--- config.mk ---
export PLATFORM = sky130hd
export DESIGN_NAME = fsc_setup_reg
export DESIGN_NICKNAME = d
export VERILOG_FILES = /design/src/pkg/fsc_pkg.sv /design/src/logic/fsc_setup_reg.sv
export SDC_FILE = /design/constraint.sdc
export NUM_CORES = 1
export LEC_CHECK = 0
export ABC_AREA = 1
export BUFFER_PORTS_ARGS = -buffer_cell sky130_fd_sc_hd__buf_2
export CORE_ASPECT_RATIO = 1.1
export CORE_MARGIN = 3
export CORE_UTILIZATION = 43
export DETAILED_ROUTE_END_ITERATION = 10
export GPL_ROUTABILITY_DRIVEN = 0
export GPL_TIMING_DRIVEN = 0
export PLACE_DENSITY = 0.84
export SLEW_MARGIN = 20
export SYNTH_ARGS = -nofsm -noshare
export SYNTH_HDL_FRONTEND = slang
export SYNTH_SLANG_ARGS = --single-unit
--- constraint.sdc ---
create_clock -name mclk -period 1.1 [get_ports mclk]
set_clock_uncertainty 0.15 [all_clocks]
set_input_delay 0.055 -clock mclk [delete_from_list [all_inputs] [get_ports mclk]]
set_output_delay 0.055 -clock mclk [all_outputs]
set_load 0.01 [all_outputs]
--- src/pkg/fsc_pkg.sv ---
// constants for the flash system setup register block
//
// Overview of operation
// reset loads setup register with 40c0
// bit 15 picks async or sync reads
// bits 14:12 set first burst word latency
// bits 11:9 decode burst word count
// burst count applies to sync reads only
// bits 15:4 writable, 3:1 zero, 0 status
// bit 8 set bypasses error correction
// bit 7 sets ready pin polarity
// pins high impedance until bit 5 set
// bit 4 sets ready timing vs data
// writes to reserved, status bits ignored
package fsc_pkg;
	localparam int          ADDR_W         = 16;
	localparam logic [15:0] SETUP_ADDR     = 16'hf221;
	localparam logic [15:0] SETUP_RESET    = 16'h40c0;
	localparam logic [15:0] SETUP_WMASK    = 16'hfff0;
	localparam int          MODE_SEL_BIT   = 15;
	localparam int          LAT_HI         = 14;
	localparam int          LAT_LO         = 12;
	localparam int          WCNT_HI        = 11;
	localparam int          WCNT_LO        = 9;
	localparam int          ECC_BIT        = 8;
	localparam int          READY_POL_BIT  = 7;
	localparam int          ALERT_POL_BIT  = 6;
	localparam int          PIN_OE_BIT     = 5;
	localparam int          RDYCONF_BIT    = 4;
	localparam int          GUARD_BIT      = 0;
	localparam logic [2:0]  LAT_MIN_CODE   = 3'h3;
	localparam logic [5:0]  BURST_CONT     = 6'h00;
endpackage

--- src/logic/fsc_setup_reg.sv ---
// system setup register with decoded configuration outputs
//
// Decided for this implementation: the plain strobed port.
`timescale 1ns/1ps
module fsc_setup_reg
(
	input  wire logic                      mclk,
	input  wire logic                      rst,
	input  wire logic [fsc_pkg::ADDR_W-1:0] addr,
	input  wire logic [15:0]               wrData,
	input  wire logic                      wrStb,
	input  wire logic                      rdStb,
	output logic      [15:0]               rdData,
	input  wire logic                      bootGuardIn,
	input  wire logic                      alertBusy,
	input  wire logic                      readyIn,
	output logic                           readTimingSelect,
	output logic      [2:0]                burstFirstLatency,
	output logic                           latencyValid,
	output logic      [5:0]                burstWordCount,
	output logic                           burstCountValid,
	output logic                           eccBypass,
	output logic                           readyAlignData,
	output logic                           readyPinOut,
	output logic                           readyPinOe,
	output logic                           alertPinOut,
	output logic                           alertPinOe
);
	import fsc_pkg::*;

	////////////////////////////////////////////////////////////////////
	logic [15:0] setup_r, setup_nxt;
	logic [15:0] rdData_r, rdData_nxt;
	logic [2:0]  guardSync_r, guardSync_nxt;
	logic        guard_r, guard_nxt;
	logic        hit;

	assign hit = (addr == SETUP_ADDR);

	always_comb begin
		setup_nxt = setup_r;
		if (wrStb && hit) begin
			// only bits 15:4 take host data
			setup_nxt = (wrData & SETUP_WMASK)
				| (setup_r & ~SETUP_WMASK); // see R6
		end
		guardSync_nxt = {guardSync_r[1:0], bootGuardIn};
		guard_nxt = guard_r;
		if (guardSync_r[2] == guardSync_r[1]) begin
			guard_nxt = guardSync_r[2];
		end
		rdData_nxt = 16'h0000;
		if (rdStb && hit) begin
			rdData_nxt = {setup_r[15:4], 3'h0, guard_r};
		end
	end

	always_ff @(posedge mclk) begin
		if (rst) begin
			setup_r     <= SETUP_RESET;
			rdData_r    <= 16'h0000;
			guardSync_r <= 3'h0;
			guard_r     <= 1'b0;
		end else begin
			setup_r     <= setup_nxt;
			rdData_r    <= rdData_nxt;
			guardSync_r <= guardSync_nxt;
			guard_r     <= guard_nxt;
		end
	end

	assign rdData = rdData_r;

	////////////////////////////////////////////////////////////////////
	// configuration decode
	always_comb begin
		readTimingSelect  = setup_r[MODE_SEL_BIT];
		burstFirstLatency = setup_r[LAT_HI:LAT_LO];
		latencyValid      = setup_r[LAT_HI:LAT_LO] >= LAT_MIN_CODE;
		eccBypass         = setup_r[ECC_BIT];
		readyAlignData    = setup_r[RDYCONF_BIT];
		burstCountValid   = 1'b1;
		case (setup_r[WCNT_HI:WCNT_LO])
			3'h0: burstWordCount = BURST_CONT;
			3'h1: burstWordCount = 6'h04;
			3'h2: burstWordCount = 6'h08;
			3'h3: burstWordCount = 6'h10;
			3'h4: burstWordCount = 6'h20;
			default: begin
				burstWordCount  = BURST_CONT;
				burstCountValid = 1'b0;
			end
		endcase
		if (!setup_r[MODE_SEL_BIT]) begin
			// async reads ignore burst length
			burstWordCount = BURST_CONT;
		end
	end

	////////////////////////////////////////////////////////////////////
	// pin drive, high impedance until buffers enabled
	always_comb begin
		readyPinOe  = setup_r[PIN_OE_BIT];
		alertPinOe  = setup_r[PIN_OE_BIT];
		readyPinOut = readyIn ~^ setup_r[READY_POL_BIT];
		alertPinOut = (!alertBusy) ~^ setup_r[ALERT_POL_BIT];
	end

	////////////////////////////////////////////////////////////////////
	property p_reset_value;
		@(posedge mclk) $fell(rst) |-> setup_r == SETUP_RESET;
	endproperty
	a_reset_value: assert property (p_reset_value)
		else $error("setup not at reset value");

	property p_write_takes;
		@(posedge mclk) disable iff (rst)
		wrStb && hit |=> setup_r[15:4] == $past(wrData[15:4]);
	endproperty
	a_write_takes: assert property (p_write_takes)
		else $error("write not stored");

	property p_low_fixed;
		@(posedge mclk) disable iff (rst)
		rdStb && hit |=> rdData[3:0] == {3'h0, $past(guard_r)};
	endproperty
	a_low_fixed: assert property (p_low_fixed)
		else $error("reserved or status bits wrong");

	property p_read_word;
		@(posedge mclk) disable iff (rst)
		rdStb && hit |=> rdData[15:4] == $past(setup_r[15:4])
			&& rdData[3:1] == 3'h0;
	endproperty
	a_read_word: assert property (p_read_word)
		else $error("read data wrong");

	property p_mode;
		@(posedge mclk) readTimingSelect == setup_r[15];
	endproperty
	a_mode: assert property (p_mode)
		else $error("read mode mismatch");

	property p_latency;
		@(posedge mclk) latencyValid == (setup_r[14:12] > 3'h2);
	endproperty
	a_latency: assert property (p_latency)
		else $error("latency valid wrong");

	property p_burst;
		@(posedge mclk) setup_r[15] && setup_r[11:9] == 3'h3
			|-> burstWordCount == 6'h10;
	endproperty
	a_burst: assert property (p_burst)
		else $error("burst count wrong");

	property p_async_cont;
		@(posedge mclk) !setup_r[15] |-> burstWordCount == 6'h00;
	endproperty
	a_async_cont: assert property (p_async_cont)
		else $error("async burst not continuous");

	property p_ecc;
		@(posedge mclk) eccBypass == setup_r[8];
	endproperty
	a_ecc: assert property (p_ecc)
		else $error("ecc bypass mismatch");

	property p_ready_pol;
		@(posedge mclk) readyPinOe && readyIn
			|-> readyPinOut == setup_r[7];
	endproperty
	a_ready_pol: assert property (p_ready_pol)
		else $error("ready polarity wrong");

	property p_hiz;
		@(posedge mclk) disable iff (rst)
		wrStb && hit && !wrData[5] |=> !readyPinOe && !alertPinOe;
	endproperty
	a_hiz: assert property (p_hiz)
		else $error("pins driven while disabled");

	property p_rdy_conf;
		@(posedge mclk) readyAlignData == setup_r[4];
	endproperty
	a_rdy_conf: assert property (p_rdy_conf)
		else $error("ready timing mismatch");

	property p_read_idle;
		@(posedge mclk) disable iff (rst)
		!(rdStb && hit) |=> rdData == 16'h0000;
	endproperty
	a_read_idle: assert property (p_read_idle)
		else $error("read data not cleared");

	property p_other_addr;
		@(posedge mclk) disable iff (rst)
		wrStb && !hit |=> setup_r == $past(setup_r);
	endproperty
	a_other_addr: assert property (p_other_addr)
		else $error("write to other address stored");

	property p_guard_hold;
		@(posedge mclk) disable iff (rst)
		guardSync_r[2] != guardSync_r[1]
			|=> guard_r == $past(guard_r);
	endproperty
	a_guard_hold: assert property (p_guard_hold)
		else $error("guard status took unsettled input");

	property p_count_valid;
		@(posedge mclk) burstCountValid == (setup_r[11:9] < 3'h5);
	endproperty
	a_count_valid: assert property (p_count_valid)
		else $error("burst count valid wrong");

	property p_burst_max;
		@(posedge mclk) setup_r[15] && setup_r[11:9] == 3'h4
			|-> burstWordCount == 6'h20;
	endproperty
	a_burst_max: assert property (p_burst_max)
		else $error("longest burst count wrong");

	property p_alert_pol;
		@(posedge mclk) alertPinOe && !alertBusy
			|-> alertPinOut == setup_r[6];
	endproperty
	a_alert_pol: assert property (p_alert_pol)
		else $error("alert polarity wrong");

	c_write: cover property (@(posedge mclk) wrStb && hit);
	c_read: cover property (@(posedge mclk) rdStb && hit);
	c_sync: cover property (@(posedge mclk) readTimingSelect);
	c_pins: cover property (@(posedge mclk) readyPinOe);
endmodule

After elaboration in Yosys (flattened, before gate mapping)
Index checks and enable logic that the tools add are counted.
- word-level logic and storage cells: 25
- output and inout port bits: 34
- input port bits: 39
- register bits after elaboration: 36
- equality and inequality tests: 6
- $lt $le $gt $ge: 1
- multiplexer cells: 3
- bitwise gates (word level): 4
- reductions and logical operators: 6
- operator list (kind ; count):
    6-bit case mux with 4 select lines ; 1
    16-bit equality test (second input constant) ; 1
    16-bit by 4-bit bitwise OR with 16-bit output ; 1
    3-bit by 2-bit equality test with 1-bit output (second input constant) ; 2
    6-bit two-way mux ; 1
    5-bit OR reduction ; 1
    3-bit by 1-bit equality test with 1-bit output (second input constant) ; 1
    3-bit equality test (second input constant) ; 1
    3-bit by 2-bit greater-or-equal comparator with 1-bit output (second input constant) ; 1
    3-bit zero test ; 1
    1-bit logical AND ; 2
    2-bit OR reduction ; 1
    1-bit XNOR ; 2
    1-bit equality test ; 1
    1-bit zero test ; 1
    1-bit two-way mux ; 1
    1-bit inverter ; 1

Depth between registers and ports, before layout
- word-level depth: 4
- depth in mapped cells: 9
- gate-level depth less buffers: 8

Worst setup path after synthesis
No wires, ideal clock.
- path kind: reg2out
- from: register setup_r[15]
- to: output port burstWordCount[3]
- cell stages (with the launch flop): 3
- arrival time: 0.820 ns
- setup slack: 0.075 ns
- path buffers: 0
- data required time: 0.895 ns
- cells stage by stage: dfxtp_1 inv_1 nor4_1
- word-level cells in the longest chain between the ends: 1
- ends and longest elaborated chain (element ; line ; source):
    start, declared ; fsc_setup_reg.sv:32 ; logic [15:0] setup_r, setup_nxt;
    start signal, assigned ; fsc_setup_reg.sv:65 ; setup_r <= setup_nxt;
    6-bit two-way mux ; fsc_setup_reg.sv:94 ; if (!setup_r[MODE_SEL_BIT]) begin
    end, declared ; fsc_setup_reg.sv:20 ; output logic [5:0] burstWordCount,
Every way passes these cells.

Worst setup path after layout
- from: register setup_r[10]
- to: output port burstWordCount[3]
- word-level cells in the longest chain between the ends: 3
- elaborated cells on any way between the ends: 6
- those cells by class: eq/ne: 4; mux: 2
- ends and longest elaborated chain (element ; line ; source):
    3-bit equality test, or another cell as far along ; fsc_setup_reg.sv:83 ; case (setup_r[WCNT_HI:WCNT_LO])
    6-bit case mux with 4 select lines * ; fsc_setup_reg.sv:83 ;
    6-bit two-way mux * ; fsc_setup_reg.sv:94 ;
Every way passes the cells marked *; elsewhere a longest branch is shown, timed or not.

==> impl_metrics.py <==
metrics = {
    "global_routing": {
        "antenna_found_initial": 0,
        "track_usage": 0.199,
        "grt_pass1_wl_mm": 5.69,
        "grt_max_degree": 11,
        "grt_overflow": 0,
        "grt_pass1_vias": 1414,
    },
    "outcome": {
        "status": "finished with violations",
        "violations": "hold timing, setup timing",
    },
    "route": {
        "route.vias.total": 1414,
        "drt_iter0_markers": 42,
        "wire_per_inst_um": 11.3,
        "drc": 0,
        "vias_per_cell": 4.58,
        "final_antenna_net_count": 0,
        "dr.pass1.iters": 4,
        "wirelength_mm": 3.49,
    },
    "sta": {
        "fin_ws_ns": -0.215,
        "setup_viol": 14,
        "finalHoldViolCount": 3,
        "slew_viol_final": 0,
        "layout_min_cycle_time_ns": 1.32,
        "hold_slack_ns": -0.0755,
        "period_share": 1.20,
        "fmax_mhz": 760,
        "rsz0062_at_grt": "true",
    },
    "run": {
        "drv_cap": 0,
    },
    "critical_path": {
        "cp-endpoint": "burstWordCount[3]",
        "reg2reg_depth": 5,
        "rrSetupSlack_ns": 0.15,
        "critical_path_class": "flop to primary output",
        "cp_data_required_time_ns": 0.89,
        "critPathMaxFanout": 5,
        "r2r_start": "setup_r[13]",
        "timing.rr.end": "setup_r[13]",
        "crit_start": "setup_r[10]",
        "crit_arrival_ns": 1.11,
        "worstSetupStartpointType": "flop",
        "end_kind": "primary output",
    },
    "yosys": {
        "synthArstFlopShare": 0,
        "netlist_area_sq_mm": 0.00129,
        "synth_top_family_by_area": "simple AND/OR/NAND/NOR gates",
        "syn_inst": 182,
        "synthXorXnorAreaFrac": 0.0136,
        "synth_area_leaders": "dfxtp_1 45%, inv_1 11%, nor2_1 11%, nand2_1 8.4%, nand4_1 7.3%",
        "synthAdderAreaFrac": 0,
        "yosysUniqueCellTypes": 24,
        "avgSynthCellArea_sq_um": 7.09,
        "synth_top_area_frac": 0.450,
        "synthFlopType": "dfxtp_1",
        "synthSimpleGateAreaFrac": 0.328,
        "synth_compound_gate_area_share": 0.0136,
        "synth_edf_count": 0,
        "yosysWarnings": 0,
        "ys_seq_area_frac": 0.450,
        "ys_ff_latch": 29,
        "synth.largest_area_cell": "dfxtp_1",
        "synthMuxAreaShare": 0,
    },
    "pwr": {
        "combPwrFrac": 0.111,
        "power.switching_uw": 462,
        "ir_drop_mv": 0.738,
        "sw_frac_of_total": 0.247,
        "clkPwrFrac": 0.326,
        "power.internal_uw": 1410,
        "pwr-share-seq": 0.563,
        "power.leakage_uw": 0.00107,
        "finalPower_uw": 1870,
        "powerDensity_mw_per_mm2": 950,
    },
    "layout": {
        "final_nets": 314,
        "multi_input_area_sq_um": 502,
        "seqCellArea_sq_um": 593,
        "area_growth_pct": 52.9,
        "stdcell_count": 309,
        "n_antenna_cell": 0,
        "nFillCells": 233,
        "drive_above_1_share": 0.406,
    },
    "clocking": {
        "clock_latency_ns": 0.32,
        "cts_buffer_depth": 2,
        "numClockSinks": 29,
        "cts-root-buf": "clkbuf_4",
        "cts_tree": "done",
        "htreeDepth": 2,
        "clk_transition_reported_paths_ns": 0.09,
        "cts_buffers": 5,
    },
    "floorplan": {
        "rows": 20,
        "die_area_sq_mm": 0.00369,
        "pin_count": 73,
        "fp.dieH_um": 63.4,
        "initial_core_util": 0.456,
        "die_x_um": 58.2,
        "core_sq_mm": 0.00283,
    },
    "placed_design": {
        "dp_hpwl_mm": 2.27,
        "dp_cells": 282,
        "io_buffers": 63,
    },
    "worst_hold_path": {
        "hold_path_class": "input port to flop",
    },
}
-- worst max-delay path, cell delays in order, from the launching register on --
cell and delay, ns:
dfxtp_2 0.36, inv_4 0.05, nor4_2 0.20, buf_2 0.17
-- area by class of cell --
| type | instances | area share |
|---|---|---|
| tap | 33 | 0.0209 |
| inverter | 39 | 0.0755 |
| sequential | 29 | 0.301 |
| buffer | 14 | 0.0533 |
| multi-input combinational | 103 | 0.254 |
| clock inverter | 2 | 0.00508 |
| clock buffer | 6 | 0.0209 |
| timing repair buffer | 83 | 0.269 |
-- routing by layer --
layer,global-route usage,wire [um]
met1,0.190,1230
met4,0.0696,53
met5,0,0
met3,0.0533,293
met2,0.390,1910
-- power by group through the flow --
stage	registers (uW)	logic [uW]	clock network, uW
6_report	1050	208	611
5_1_grt	1060	231	673
4_1_cts	1050	202	612
3_5_place_dp	1080	157	0
3_3_place_gp	1080	154	0
2_1_floorplan	1080	73.6	0
-- cell usage in the layout, fill, tap and decap left out, types with 2 or more instances in the layout --
cell           Yosys  layout
buf_2              3      62
nor2_1            38      38
inv_1             38      32
nand2_1           29      28
dfxtp_1           29      19
dlygate4sd3_1      0      16
nand4_1           15      15
dfxtp_2            0      10
buf_4              9       9
buf_6              1       8
inv_2              1       6
conb_1             1       5
clkbuf_4           0       5
nand3_1            4       4
nor2_4             2       2
clkbuf_1           1       2
clkinv_2           0       2
-- per-stage QoR --
stage,cell area [sq um],util,worst slack [ns],TNS (ns)
final,1970,0.697,-0.215,-1.07
after global routing,1970,0.697,-0.264,-1.99
after CTS,1930,0.683,-0.203,-1.07
after detailed placement,1660,0.588,-0.165,-2.10
after global placement,1660,0.588,-0.0969,-1.37
after floorplan,1310,-,0.0747,0
-- repair_timing --
action / 4_1_cts / 5_1_grt
setup buffers: 4 / 0
pin swaps: 2 / 0
endpoints found under the setup margin: 11 / 21
endpoints found under the hold margin: 19 / 5
hold buffers: 16 / 1
gates resized for setup: 19 / 11
-- cells in the mapped netlist (2+ instances only) --
cell / instances
nor2_4: 2
nor2_1: 38
inv_1: 38
nand4_1: 15
buf_4: 9
nand3_1: 4
buf_2: 3
nand2_1: 29
dfxtp_1: 29
-- registers in the layout, summed over array words and instances (netlist names) --
name         flops
setup_r         12
rdData          13
guardSync_r      3
guard_r          1
-- cell families (layout without fill, tap and decap cells) --
logic type	count (synthesis)	count (layout)
and+or+nand+nor	93	93
buffers and inverters	54	144
DFF	29	29
AOI/OAI and AO/OA	3	3
xor gates and xnor gates	2	2
other	1	5
-- how the worst min path moves through the flow --
stage / endpoint / slack (ns) / depth (start not counted) / start
6_report: rdData[4] / -0.08 / 3 / rdStb
2_1_floorplan: guardSync_r[0] / -0.02 / 1 / rst
5_1_grt: rdData[4] / -0.05 / 3 / rdStb
3_3_place_gp: guardSync_r[0] / 0.11 / 3 / bootGuardIn
4_1_cts: rdData[4] / -0.07 / 3 / rdStb
3_5_place_dp: guardSync_r[0] / 0.12 / 3 / bootGuardIn
(Power assumes the default switching activity.)
